$ cat src/brte_pkg.sv
package brte_pkg;

  // --------------------------------------------------------------
  // Register port
  // --------------------------------------------------------------
  localparam int ADDR_W = 4;
  localparam logic [ADDR_W-1:0] REG_CTRL = 4'h0;
  localparam logic [ADDR_W-1:0] REG_STATUS = 4'h4;
  localparam logic [ADDR_W-1:0] REG_CHAIN = 4'h8;
  localparam int CTRL_RUN_EN_BIT = 0;
  localparam logic CTRL_RUN_EN_RESET = 1'h1;

  // --------------------------------------------------------------
  // Boundary chain layout
  // --------------------------------------------------------------
  localparam int CHAIN_W = 18;
  localparam int DIR_BIT = 17;
  localparam int OE_BIT = 16;
  localparam int A_LSB = 8;
  localparam int B_LSB = 0;
  localparam logic [CHAIN_W-1:0] CHAIN_RESET = 18'h1_0000;

  // --------------------------------------------------------------
  // Instruction register
  // --------------------------------------------------------------
  localparam int IR_W = 8;
  localparam logic [IR_W-1:0] IR_CAPTURE = 8'h81;
  localparam logic [IR_W-1:0] IR_RESET = 8'hFF;
  localparam logic [6:0] IR_RUN_SELECTED_TEST = 7'h09;
  localparam logic [6:0] IR_BOUNDARY_READBACK_NORMAL = 7'h0A;
  localparam logic [6:0] IR_BOUNDARY_READBACK_TESTMODE = 7'h0B;
  localparam logic [6:0] IR_CONTROL_REG_SCAN_NORMAL = 7'h0E;
  localparam logic [6:0] IR_CONTROL_REG_SCAN_TESTMODE = 7'h0F;

  // --------------------------------------------------------------
  // Test-operation select register opcodes
  // --------------------------------------------------------------
  typedef enum logic [1:0] {
    OP_SAMPLE_IN_TOGGLE_OUT = 2'h0,
    OP_PATTERN_GENERATE = 2'h1,
    OP_SIGNATURE_COMPRESS = 2'h2,
    OP_COMBINED_COMPRESS_GENERATE = 2'h3
  } brte_op_e;
  localparam brte_op_e OP_RESET = OP_SAMPLE_IN_TOGGLE_OUT;

  // Maximal-length feedback masks
  localparam logic [15:0] TAPS16 = 16'hB400;
  localparam logic [7:0] TAPS8 = 8'hB8;

  // --------------------------------------------------------------
  // TAP controller states
  // --------------------------------------------------------------
  typedef enum logic [3:0] {
    ST_TLR = 4'h0,
    ST_RTI = 4'h1,
    ST_SEL_DR = 4'h3,
    ST_CAP_DR = 4'h2,
    ST_SHIFT_DR = 4'h6,
    ST_EXIT1_DR = 4'h7,
    ST_PAUSE_DR = 4'h5,
    ST_EXIT2_DR = 4'h4,
    ST_UPD_DR = 4'hC,
    ST_SEL_IR = 4'hD,
    ST_CAP_IR = 4'hF,
    ST_SHIFT_IR = 4'hE,
    ST_EXIT1_IR = 4'hA,
    ST_PAUSE_IR = 4'hB,
    ST_EXIT2_IR = 4'h9,
    ST_UPD_IR = 4'h8
  } brte_tap_e;

  // Pins that arrive from outside the clock domain
  typedef struct packed {
    logic tck;
    logic tms;
    logic tdi;
    logic dir;
    logic oe_n;
    logic [7:0] a;
    logic [7:0] b;
  } brte_pins_s;

endpackage

$ cat src/brte_sync.sv
module brte_sync #(
  parameter int W = 1
) (
  input wire logic clk_i,
  input wire logic rst_n_i,
  input wire logic [W-1:0] d_i,
  output logic [W-1:0] q_o
);

  logic [W-1:0] meta;

  // --------------------------------------------------------------
  // Two-flop synchroniser; first stage feeds only the second
  // --------------------------------------------------------------
  always_ff @(posedge clk_i or negedge rst_n_i)
  begin
    if (!rst_n_i)
    begin
      meta <= '0;
      q_o <= '0;
    end
    else
    begin
      meta <= d_i;
      q_o <= meta;
    end
  end

endmodule

$ cat src/brte_lfsr_step.sv
module brte_lfsr_step #(
  parameter int W = 8,
  parameter logic [W-1:0] TAPS = '1
) (
  input wire logic [W-1:0] q_i,
  output logic [W-1:0] next_o
);

  // An all-zero word maps onto itself, so a zero seed stays put
  always_comb
  begin
    next_o = {q_i[W-2:0], ^(q_i & TAPS)};
  end

endmodule

$ cat src/brte_engine.sv
// Notes on behaviour
// RQ1: Opcode comes from control register bits 1..0.
// RQ2: Operation runs only under run instruction, idle.
// RQ3: Opcodes: sample/toggle, pattern, signature, combined.
// RQ4: Direction and enable cells excluded from algorithms.
// RQ5: Enable cell decides drive or high impedance.
// RQ6: Direction cell decides which port is input.
// RQ7: Sample mode captures inputs, updates input latches.
// RQ8: Sample mode toggles outputs, drives them on fall.
// RQ9: Pattern mode steps 16-bit pattern, updates all.
// RQ10: Master scans a seed before pattern or signature.
// RQ11: All-zero seed keeps generators at zero.
// RQ12: Signature mode folds inputs into 16-bit signature.
// RQ13: Signature mode holds output latches constant.
// RQ14: Combined mode folds inputs into 8-bit signature.
// RQ15: Combined mode generates 8-bit output pattern.
// RQ16: Sample TDI, TMS, inputs on rising TCK.
// RQ17: TDO and output pins change on falling TCK.
// RQ18: Master changes TMS on falling TCK.
// RQ19: TAP walks reset, idle, select states, capture.
// RQ20: Capture-IR loads fixed value 10000001.
// RQ21: Shift states carry TDI in and TDO out.
// RQ22: Run instruction selects bypass, captures zero.
// RQ23: Control register kept unchanged during Capture-DR.
// RQ24: Readback keeps boundary chain unchanged at capture.
// RQ25: Feedback taps use maximal-length polynomials.
// RQ26: Stop updating cells once idle state is left.
//
// The register addresses and the plain strobed port were decided locally.
module brte_engine (
  input wire logic clk_i,
  input wire logic rstn_i,
  input wire logic tck_i,
  input wire logic tms_i,
  input wire logic tdi_i,
  input wire logic dir_i,
  input wire logic oe_n_i,
  input wire logic [7:0] a_i,
  input wire logic [7:0] b_i,
  input wire logic [brte_pkg::ADDR_W-1:0] addr_i,
  input wire logic [31:0] wdata_i,
  input wire logic wr_i,
  input wire logic rd_i,
  output logic [31:0] rdata_o,
  output logic tdo_o,
  output logic tdo_oe_o,
  output logic [7:0] a_o,
  output logic a_oe_o,
  output logic [7:0] b_o,
  output logic b_oe_o,
  output logic [7:0] core_data_o
);
  import brte_pkg::*;

  // --------------------------------------------------------------
  // Reset release and pin synchronisation
  // --------------------------------------------------------------
  logic [1:0] rst_pipe;
  logic rst_n;
  brte_pins_s pins_raw;
  brte_pins_s pins;
  logic tck_q;
  logic tck_rise;
  logic tck_fall;

  always_ff @(posedge clk_i or negedge rstn_i)
  begin
    if (!rstn_i)
      rst_pipe <= 2'h0;
    else
      rst_pipe <= {rst_pipe[0], 1'h1};
  end
  assign rst_n = rst_pipe[1];

  assign pins_raw = '{tck: tck_i, tms: tms_i, tdi: tdi_i, dir: dir_i,
                      oe_n: oe_n_i, a: a_i, b: b_i};

  brte_sync #(
    .W($bits(brte_pins_s))
  ) u_sync (
    .clk_i(clk_i),
    .rst_n_i(rst_n),
    .d_i(pins_raw),
    .q_o(pins)
  );

  always_ff @(posedge clk_i or negedge rst_n)
  begin
    if (!rst_n)
      tck_q <= 1'h0;
    else
      tck_q <= pins.tck;
  end
  assign tck_rise = pins.tck & ~tck_q; // RQ16
  assign tck_fall = ~pins.tck & tck_q; // RQ17

  // Pins follow the shadow one clock after the fall, once the shadow
  // has taken this fall's update; otherwise they would lag one TCK
  logic tck_fall_q;

  always_ff @(posedge clk_i or negedge rst_n)
  begin
    if (!rst_n)
      tck_fall_q <= 1'h0;
    else
      tck_fall_q <= tck_fall;
  end

  // --------------------------------------------------------------
  // TAP controller
  // --------------------------------------------------------------
  brte_tap_e state;
  brte_tap_e next_state;

  always_comb
  begin
    case (state)
      ST_TLR: next_state = pins.tms ? ST_TLR : ST_RTI; // RQ19
      ST_RTI: next_state = pins.tms ? ST_SEL_DR : ST_RTI;
      ST_SEL_DR: next_state = pins.tms ? ST_SEL_IR : ST_CAP_DR;
      ST_CAP_DR: next_state = pins.tms ? ST_EXIT1_DR : ST_SHIFT_DR;
      ST_SHIFT_DR: next_state = pins.tms ? ST_EXIT1_DR : ST_SHIFT_DR;
      ST_EXIT1_DR: next_state = pins.tms ? ST_UPD_DR : ST_PAUSE_DR;
      ST_PAUSE_DR: next_state = pins.tms ? ST_EXIT2_DR : ST_PAUSE_DR;
      ST_EXIT2_DR: next_state = pins.tms ? ST_UPD_DR : ST_SHIFT_DR;
      ST_UPD_DR: next_state = pins.tms ? ST_SEL_DR : ST_RTI;
      ST_SEL_IR: next_state = pins.tms ? ST_TLR : ST_CAP_IR; // RQ19
      ST_CAP_IR: next_state = pins.tms ? ST_EXIT1_IR : ST_SHIFT_IR;
      ST_SHIFT_IR: next_state = pins.tms ? ST_EXIT1_IR : ST_SHIFT_IR;
      ST_EXIT1_IR: next_state = pins.tms ? ST_UPD_IR : ST_PAUSE_IR;
      ST_PAUSE_IR: next_state = pins.tms ? ST_EXIT2_IR : ST_PAUSE_IR;
      ST_EXIT2_IR: next_state = pins.tms ? ST_UPD_IR : ST_SHIFT_IR;
      ST_UPD_IR: next_state = pins.tms ? ST_SEL_DR : ST_RTI;
      default: next_state = ST_TLR;
    endcase
  end

  // TMS is only looked at on rising TCK, so a master moving it on
  // the falling edge always meets a settled level
  always_ff @(posedge clk_i or negedge rst_n)
  begin
    if (!rst_n)
      state <= ST_TLR;
    else if (tck_rise)
      state <= next_state; // RQ18
  end

  // --------------------------------------------------------------
  // Instruction register and decode
  // --------------------------------------------------------------
  logic [IR_W-1:0] ir_sh;
  logic [IR_W-1:0] ir_lat;
  logic [6:0] ir_op;
  logic sel_run;
  logic sel_readback;
  logic sel_ctl;
  logic test_mode;

  always_ff @(posedge clk_i or negedge rst_n)
  begin
    if (!rst_n)
      ir_sh <= IR_RESET;
    else if (tck_rise && state == ST_CAP_IR)
      ir_sh <= IR_CAPTURE; // RQ20
    else if (tck_rise && state == ST_SHIFT_IR)
      ir_sh <= {pins.tdi, ir_sh[IR_W-1:1]}; // RQ21
  end

  always_ff @(posedge clk_i or negedge rst_n)
  begin
    if (!rst_n)
      ir_lat <= IR_RESET;
    else if (tck_fall && state == ST_TLR)
      ir_lat <= IR_RESET;
    else if (tck_fall && state == ST_UPD_IR)
      ir_lat <= ir_sh;
  end

  // Top instruction bit is a don't-care
  assign ir_op = ir_lat[6:0];
  assign sel_run = (ir_op == IR_RUN_SELECTED_TEST);
  assign sel_readback = (ir_op == IR_BOUNDARY_READBACK_NORMAL) ||
                        (ir_op == IR_BOUNDARY_READBACK_TESTMODE);
  assign sel_ctl = (ir_op == IR_CONTROL_REG_SCAN_NORMAL) ||
                   (ir_op == IR_CONTROL_REG_SCAN_TESTMODE);
  assign test_mode = sel_run || // RQ22
                     (ir_op == IR_BOUNDARY_READBACK_TESTMODE) ||
                     (ir_op == IR_CONTROL_REG_SCAN_TESTMODE);

  // --------------------------------------------------------------
  // Software control
  // --------------------------------------------------------------
  logic run_en;
  logic running;
  brte_op_e op;

  always_ff @(posedge clk_i or negedge rst_n)
  begin
    if (!rst_n)
      run_en <= CTRL_RUN_EN_RESET;
    else if (wr_i && addr_i == REG_CTRL)
      run_en <= wdata_i[CTRL_RUN_EN_BIT];
  end

  assign running = sel_run && (state == ST_RTI) && run_en; // RQ2 RQ26

  // --------------------------------------------------------------
  // Bypass and test-operation select registers
  // --------------------------------------------------------------
  logic bypass_sh;
  logic [1:0] ctl_sh;

  always_ff @(posedge clk_i or negedge rst_n)
  begin
    if (!rst_n)
      bypass_sh <= 1'h0;
    else if (tck_rise && state == ST_CAP_DR)
      bypass_sh <= 1'h0; // RQ22
    else if (tck_rise && state == ST_SHIFT_DR)
      bypass_sh <= pins.tdi;
  end

  // Capture-DR leaves the shift stage alone
  always_ff @(posedge clk_i or negedge rst_n)
  begin
    if (!rst_n)
      ctl_sh <= OP_RESET;
    else if (tck_rise && state == ST_SHIFT_DR && sel_ctl)
      ctl_sh <= {pins.tdi, ctl_sh[1]}; // RQ23
  end

  always_ff @(posedge clk_i or negedge rst_n)
  begin
    if (!rst_n)
      op <= OP_RESET;
    else if (tck_fall && state == ST_UPD_DR && sel_ctl)
      op <= brte_op_e'(ctl_sh[1:0]); // RQ1
  end

  // --------------------------------------------------------------
  // Boundary chain: shift stages and shadow latches
  // --------------------------------------------------------------
  logic [CHAIN_W-1:0] sh;
  logic [CHAIN_W-1:0] shadow;
  logic dir_a_in;
  logic [7:0] in_pins;
  logic [7:0] in_cells;
  logic [7:0] out_cells;
  logic [15:0] step16;
  logic [7:0] in_step;
  logic [7:0] out_step;
  logic [7:0] next_in;
  logic [7:0] next_out;
  logic [15:0] next_cells;
  logic [15:0] in_mask;
  logic [15:0] upd_mask;

  assign dir_a_in = shadow[DIR_BIT]; // RQ6
  assign in_pins = dir_a_in ? pins.a : pins.b;
  assign in_cells = dir_a_in ? sh[A_LSB+:8] : sh[B_LSB+:8];
  assign out_cells = dir_a_in ? sh[B_LSB+:8] : sh[A_LSB+:8];
  assign in_mask = dir_a_in ? 16'hFF00 : 16'h00FF;

  brte_lfsr_step #(
    .W(16),
    .TAPS(TAPS16)
  ) u_step16 (
    .q_i(sh[15:0]),
    .next_o(step16)
  ); // RQ25 RQ11

  brte_lfsr_step #(
    .W(8),
    .TAPS(TAPS8)
  ) u_step_in (
    .q_i(in_cells),
    .next_o(in_step)
  ); // RQ25

  brte_lfsr_step #(
    .W(8),
    .TAPS(TAPS8)
  ) u_step_out (
    .q_i(out_cells),
    .next_o(out_step)
  ); // RQ25 RQ11

  always_comb
  begin
    next_in = in_cells;
    next_out = out_cells;
    next_cells = sh[15:0];
    upd_mask = 16'hFFFF;
    case (op) // RQ3
      OP_SAMPLE_IN_TOGGLE_OUT:
      begin
        next_in = in_pins; // RQ7
        next_out = ~out_cells; // RQ8
        next_cells = dir_a_in ? {next_in, next_out} : {next_out, next_in};
      end
      OP_PATTERN_GENERATE:
        next_cells = step16; // RQ9
      OP_SIGNATURE_COMPRESS:
      begin
        next_cells = step16 ^ (dir_a_in ? {in_pins, 8'h00}
                                        : {8'h00, in_pins}); // RQ12
        upd_mask = in_mask; // RQ13
      end
      OP_COMBINED_COMPRESS_GENERATE:
      begin
        next_in = in_step ^ in_pins; // RQ14
        next_out = out_step; // RQ15
        next_cells = dir_a_in ? {next_in, next_out} : {next_out, next_in};
      end
      default:
        next_cells = sh[15:0];
    endcase
  end

  // Control cells never enter the algorithms, only the 16 data cells
  always_ff @(posedge clk_i or negedge rst_n)
  begin
    if (!rst_n)
      sh <= CHAIN_RESET;
    else if (tck_rise && running)
      sh[15:0] <= next_cells; // RQ4
    else if (tck_rise && state == ST_SHIFT_DR && sel_readback)
      sh <= {pins.tdi, sh[CHAIN_W-1:1]}; // RQ24 RQ10
  end

  always_ff @(posedge clk_i or negedge rst_n)
  begin
    if (!rst_n)
      shadow <= CHAIN_RESET;
    else if (tck_fall && running)
      shadow[15:0] <= (shadow[15:0] & ~upd_mask) |
                      (sh[15:0] & upd_mask); // RQ13
    else if (tck_fall && state == ST_UPD_DR && sel_readback)
      shadow <= sh;
  end

  // --------------------------------------------------------------
  // Serial output
  // --------------------------------------------------------------
  always_ff @(posedge clk_i or negedge rst_n)
  begin
    if (!rst_n)
    begin
      tdo_o <= 1'h0;
      tdo_oe_o <= 1'h0;
    end
    else if (tck_fall)
    begin
      tdo_oe_o <= (state == ST_SHIFT_IR) || (state == ST_SHIFT_DR); // RQ21
      if (state == ST_SHIFT_IR)
        tdo_o <= ir_sh[0];
      else if (sel_readback)
        tdo_o <= sh[0];
      else if (sel_ctl)
        tdo_o <= ctl_sh[0];
      else
        tdo_o <= bypass_sh; // RQ22
    end
  end

  // --------------------------------------------------------------
  // Transceiver pins and core data
  // --------------------------------------------------------------
  // Test mode only moves the pins on falling TCK; normal mode is a
  // plain transceiver and follows the inputs every cycle
  always_ff @(posedge clk_i or negedge rst_n)
  begin
    if (!rst_n)
    begin
      a_o <= 8'h00;
      b_o <= 8'h00;
      a_oe_o <= 1'h0;
      b_oe_o <= 1'h0;
      core_data_o <= 8'h00;
    end
    else if (test_mode)
    begin
      if (tck_fall_q) // RQ17
      begin
        a_o <= shadow[A_LSB+:8];
        b_o <= shadow[B_LSB+:8];
        a_oe_o <= ~shadow[OE_BIT] & ~shadow[DIR_BIT]; // RQ5
        b_oe_o <= ~shadow[OE_BIT] & shadow[DIR_BIT]; // RQ5
        core_data_o <= dir_a_in ? shadow[A_LSB+:8] : shadow[B_LSB+:8];
      end
    end
    else
    begin
      a_o <= pins.b;
      b_o <= pins.a;
      a_oe_o <= ~pins.oe_n & ~pins.dir;
      b_oe_o <= ~pins.oe_n & pins.dir;
      core_data_o <= pins.dir ? pins.a : pins.b;
    end
  end

  // --------------------------------------------------------------
  // Register read port
  // --------------------------------------------------------------
  always_ff @(posedge clk_i or negedge rst_n)
  begin
    if (!rst_n)
      rdata_o <= 32'h0000_0000;
    else if (rd_i)
      case (addr_i)
        REG_CTRL: rdata_o <= {31'h0000_0000, run_en};
        REG_STATUS: rdata_o <= {16'h0000, state, ir_lat, op, running,
                                test_mode};
        REG_CHAIN: rdata_o <= {14'h0000, sh};
        default: rdata_o <= 32'h0000_0000;
      endcase
    else
      rdata_o <= 32'h0000_0000;
  end

endmodule

$ cat config.mk
export PLATFORM = sky130hd
export DESIGN_NAME = brte_engine
export DESIGN_NICKNAME = d
export VERILOG_FILES = /design/src/brte_pkg.sv /design/src/brte_sync.sv /design/src/brte_lfsr_step.sv /design/src/brte_engine.sv
export SDC_FILE = /design/constraint.sdc
export NUM_CORES = 1
export LEC_CHECK = 0
export CAP_MARGIN = 0
export CORE_UTILIZATION = 64
export CTS_BUF_LIST = sky130_fd_sc_hd__clkbuf_2 sky130_fd_sc_hd__clkbuf_4 sky130_fd_sc_hd__clkbuf_8
export DETAILED_ROUTE_END_ITERATION = 10
export DONT_BUFFER_PORTS = 1
export PLACE_DENSITY_LB_ADDON = 0.08
export SYNTH_ARGS = -nofsm -noshare
export SYNTH_HDL_FRONTEND = slang
export SYNTH_SLANG_ARGS = --single-unit
$ cat constraint.sdc
create_clock -name clk_i -period 9.9 [get_ports clk_i]
set_input_delay 1.98 -clock clk_i [delete_from_list [all_inputs] [get_ports clk_i]]
set_output_delay 1.98 -clock clk_i [all_outputs]
set_load 0.01 [all_outputs]
==> flow_metrics.tcl, run 1 <==
set metrics [dict create \
    status "finished, final reports clean" \
    ys_seq_elements 154 \
    synthFlopType "dfrtp_1" \
    async_flop_share_pct 100 \
    drc 0 \
    worst-setup-path-type "flip-flop to flip-flop" \
    first_global_vias 4574 \
    rows 37 \
    portBuffers 0 \
    cts-htree-levels 4 \
    fin_cells 770 \
    layout_commonest_cell "dfrtp_1" \
    crit_start "state[0]" \
    place_ws_ns 6.66 \
    setup_violations 0 \
    syn-cell-area_mm2 0.00704 \
    cp-start-kind "flip-flop" \
    dieArea_mm2 0.0114 \
    r2r.worst_path.cells 5 \
    cts_buffers 17 \
    max_freq_ghz 0.332 \
    synth-edff-count 0 \
    reg2reg_from "state[0]" \
    slew-limit-headroom_pct 15.5 \
    ys.warnings.count 0 \
    final_max_slew_viol_count 0 \
    rsz0062_at_grt "false" \
    ant_nets 0 \
    hold_slack_ns 0.353 \
    clkTransAtPathRegs_ns 0.09 \
    drv_cap 0 \
    synthCells 648 \
    crit_fanout 24 \
    clock_sinks 154 \
    dieWidth_um 107 \
    area_growth_syn_to_layout_pct 5.35 \
    cts_resized 0 \
    first_pass_iters 6 \
    finalClockSkew_ns 0.0141 \
    core-area_mm2 0.0105 \
    synth-simple-area-share_pct 11.1 \
    synth_compound_area_share_pct 15.1 \
    diodes 0 \
    vdd_drop_max_uv 189 \
    synthTopCellsByArea "dfrtp_1 (48%), dfstp_2 (7.1%), mux2_2 (5.1%)" \
    layout_common_cells "dfrtp_1 (134), nand2_1 (61), o21ai_0 (43), nor2_1 (41), mux2i_1 (35)" \
    min_period_ns 3.01 \
    yosys.area_share.adder_pct 0 \
    synth_top_area_cell "dfrtp_1" \
    final_nets 682 \
    insertion_delay_ns 0.47 \
    cp_data_required_time_ns 10.30 \
    hold_end "u_sync.q_o[11]" \
    leakage_uw 0.00310 \
    ys_types 56 \
    overflow 0 \
    min-delay-start "u_sync.meta[11]" \
    drt_iter0_markers 304 \
    antenna_found_initial 0 \
    wire_per_inst_um 19.4 \
    dp_cells 738 \
    ios 121 \
    fin_crit_sh_pct 30.4 \
    cts_tree "built" \
    clockBufferDepth 2 \
    die_h_um 107 \
    fin_ws_ns 6.89 \
    gp_routability_congestion 0.825 \
    post_drt_via_cell_ratio 6.11 \
    synth_top_family_by_area "compound AO/OA/AOI/OAI gates" \
    dp_hpwl_um 10000 \
    p_per_area_mw_per_mm2 192 \
    hold_viol 0 \
    wirelength_um 14900 \
    seq_area_frac_synth_pct 55.1 \
    postCtsHoldBufs 0 \
    grt_pass1_wl_um 24000 \
    timing.rr.end "sh[0]" \
    muxShareOfSynthArea_pct 10.1 \
    vias 4708 \
    whs_path_depth 0 \
    grt_max_degree 95 \
    grt_usage_pct 28.2 \
    worstPathArrival_ns 3.41 \
    r2r_setup_slack_ns 6.89 \
    cts_setup_buffers 0 \
    synth_top_area_share_pct 48.0 \
    tightest_slew_ns 1.26 \
    cts-root-buf "clkbuf_8" \
    start_util_pct 67.0 \
    hp-class "flip-flop to flip-flop" \
    syn_area_per_cell_um2 10.9 \
    synthXorXnorAreaFrac_pct 3.18 \
    endpoint_kind "flip-flop" \
    drive_above_1_share_pct 16.1 \
    fin_tns_setup_ns 0 \
]
## cells by family (layout without fill, tap and decap cells)
family	Yosys count	after routing
AO/OA/AOI/OAI	160	160
XOR/XNOR	24	24
buffers and inverters	84	57
flip-flops	154	154
multiplexers	67	67
other	2	15
AND/OR/NAND/NOR	157	157
## metrics by stage
stage / area, um2 / power, uW / util, %
2_1_floorplan: 7090 / 919 / -
3_3_place_gp: 7020 / 955 / 66.8
3_5_place_dp: 7020 / 967 / 66.8
4_1_cts: 7420 / 1440 / 70.6
5_1_grt: 7420 / 1500 / 70.6
6_report: 7420 / 1430 / 70.6
## routing by layer
| metal | global-route usage, % | wire length [um] | part of all wire [%] | up-vias |
|---|---|---|---|---|
| li1 | - | - | - | 2188 |
| met4 | 9.00 | 279 | 1.9 | 0 |
| met2 | 40.8 | 6660 | 45 | 186 |
| met1 | 40.3 | 6780 | 45 | 2313 |
| met3 | 9.60 | 1190 | 8.0 | 21 |
| met5 | 0 | 0 | 0 | - |
## cell type report
class | instances | area, um2
fillers | 765 | 3090
well taps | 136 | 170
multi-input cells | 423 | 2850
repair buffers | 6 | 45.0
inverters | 19 | 71.3
clock buffers | 20 | 275
clock inverters | 12 | 129
flip-flops and latches | 154 | 3880
## cell usage after synthesis, types with 8 or more instances
library cell and count:
o21ai_0 43, a31oi_1 10, a211oi_1 16, inv_1 18, nand2_1 61, xor2_1 8
a22oi_1 27, dfstp_2 19, a21oi_1 24, xnor2_1 15, nor2b_1 15, o21ai_1 10
clkbuf_1 43, nor2_1 41, mux2i_1 35, mux2_2 32, dfrtp_1 135, buf_4 15
## worst max-delay path by stage
stage / end
4_1_cts: sh[0]
3_5_place_dp: rdata_o[13]
3_3_place_gp: rdata_o[12]
6_report: sh[0]
5_1_grt: sh[4]
2_1_floorplan: async pin
## where the power goes
part / leakage, uW / total (uW) / switching, uW / internal [uW]
Sequential: 0.00191 / 816 / 107 / 708
Clock: 0.000201 / 471 / 244 / 227
Combinational: 0.000998 / 142 / 80.7 / 61.3
## worst max-delay path, cell delays in order, from the launching register on
cell and delay, ns:
dfrtp_1 0.83, or4bb_1 0.60, nor2_1 0.28, nand4_1 0.65, a211o_1 0.47, o21ai_1 0.11
Note: power is estimated with default switching activity, not from simulation.
==> run 2, diff against run 1 <==
==> constraint.sdc (replaced) <==
create_clock -name clk_i -period 3.1 [get_ports clk_i]
set_input_delay 0.62 -clock clk_i [delete_from_list [all_inputs] [get_ports clk_i]]
set_output_delay 0.62 -clock clk_i [all_outputs]
set_load 0.01 [all_outputs]
==> run 2 against run 1 <==
Die area did not move. Sequential share of layout area decreased by 0.73 points. Critical path depth unchanged. Non-clock buffer count up 14. Hold slack got worse by 0.16 ns.
==> flow_metrics.tcl, run 2 (same netlist as run 1, synthesis figures left out) <==
set metrics [dict create \
    layout_common_cells "dfrtp_1 (134), nand2_1 (61), o21ai_0 (43), nor2_1 (41), mux2i_1 (35)" \
    grt_usage_pct 29.1 \
    clock_sinks 154 \
    ant_nets 0 \
    start_util_pct 67.0 \
    hp-class "primary input to flip-flop" \
    dp_cells 751 \
    worst-setup-path-type "flip-flop to flip-flop" \
    status "finished, final reports clean" \
    drt_iter0_markers 365 \
    r2r.worst_path.cells 5 \
    r2r_setup_slack_ns 0.61 \
    diodes 0 \
    dieArea_mm2 0.0114 \
    fin_tns_setup_ns 0 \
    die_h_um 107 \
    antenna_found_initial 0 \
    grt_max_degree 62 \
    min_period_ns 2.49 \
    leakage_uw 0.00318 \
    ios 121 \
    final_nets 696 \
    post_drt_via_cell_ratio 6.21 \
    place_ws_ns 0.620 \
    cts_tree "built" \
    wirelength_um 15200 \
    area_growth_syn_to_layout_pct 6.84 \
    drc 0 \
    setup_violations 0 \
    core-area_mm2 0.0105 \
    slew-limit-headroom_pct 50.4 \
    cp-start-kind "flip-flop" \
    hold_slack_ns 0.190 \
    portBuffers 0 \
    drv_cap 0 \
    hold_viol 0 \
    clkTransAtPathRegs_ns 0.08 \
    hold_end "u_sync.meta[19]" \
    reg2reg_from "ir_lat[3]" \
    overflow 0 \
    first_pass_iters 5 \
    cts_setup_buffers 0 \
    fin_crit_sh_pct 80.3 \
    cp_data_required_time_ns 3.44 \
    rows 37 \
    vias 4872 \
    rsz0062_at_grt "false" \
    grt_pass1_wl_um 24800 \
    min-delay-start "tms_i" \
    clockBufferDepth 2 \
    whs_path_depth 0 \
    crit_fanout 8 \
    tightest_slew_ns 0.744 \
    dieWidth_um 107 \
    fin_ws_ns 0.611 \
    cts-htree-levels 4 \
    fin_util_pct 71.6 \
    first_global_vias 4774 \
    p_per_area_mw_per_mm2 605 \
    wire_per_inst_um 19.4 \
    insertion_delay_ns 0.45 \
    drive_above_1_share_pct 17.7 \
    layout_commonest_cell "dfrtp_1" \
    cts_buffers 17 \
    gp_routability_congestion 0.837 \
    finalClockSkew_ns 0.0113 \
    max_freq_ghz 0.402 \
    cts-root-buf "clkbuf_8" \
    vdd_drop_max_uv 589 \
    dp_hpwl_um 10700 \
    worstPathArrival_ns 2.83 \
    final_max_slew_viol_count 0 \
    endpoint_kind "flip-flop" \
    fin_cells 784 \
]
-- run 2: final cells by class --
class                           count  area, um2
Clock buffer                       21        277
Clock inverter                     11        113
Fill cell                         718       2980
Inverter                           19       71.3
Multi-Input combinational cell    423       2850
Sequential cell                   154       3880
Tap cell                          136        170
Timing Repair Buffer               20        165
-- run 2: report_power, final --
| group | leakage [uW] | internal (uW) | switching [uW] |
|---|---|---|---|
| Combinational | 0.00107 | 226 | 366 |
| Sequential | 0.00191 | 2260 | 238 |
| Clock | 0.000198 | 707 | 753 |
-- run 2: worst max-delay path, stage by stage, from the launching register on --
cell	delay [ns]
dfstp_2	0.56
or4b_4	0.51
nor4_2	0.46
nand2_1	0.17
o21ai_4	0.30
mux2_2	0.38
-- run 2: per-layer routing --
layer / track usage (%) / up-vias / share of wire (%)
met3: 9.60 / 20 / 8.8
met2: 43.1 / 217 / 46
li1: - / 2212 / -
met1: 41.0 / 2423 / 44
met5: 0 / - / 0
met4: 8.90 / 0 / 1.3
-- run 2: per-stage QoR --
stage               total power (uW)  area (um2)
CTS                             4580        7520
global route                    4780        7520
finish                          4550        7520
global placement                3090        7130
detailed placement              3130        7130
floorplan                       2940        7090
-- run 2: worst max-delay path by stage --
| stage | from | end | slack (ns) |
|---|---|---|---|
| after global routing | ir_lat[3] | flip-flop | 0.53 |
| after CTS | ir_lat[3] | flip-flop | 0.61 |
| after detailed placement | ir_lat[3] | flip-flop | 0.62 |
| final | ir_lat[3] | flip-flop | 0.61 |
| after floorplan | rst_pipe[1] | async pin | 0.57 |
| after global placement | ir_lat[3] | flip-flop | 0.68 |
-- run 2: timing repair --
| action | 4_1_cts | 5_1_grt |
|---|---|---|
| endpoints found under the hold margin | 2 | 0 |
| gates resized for setup | 0 | 0 |
| hold buffers | 1 | 0 |
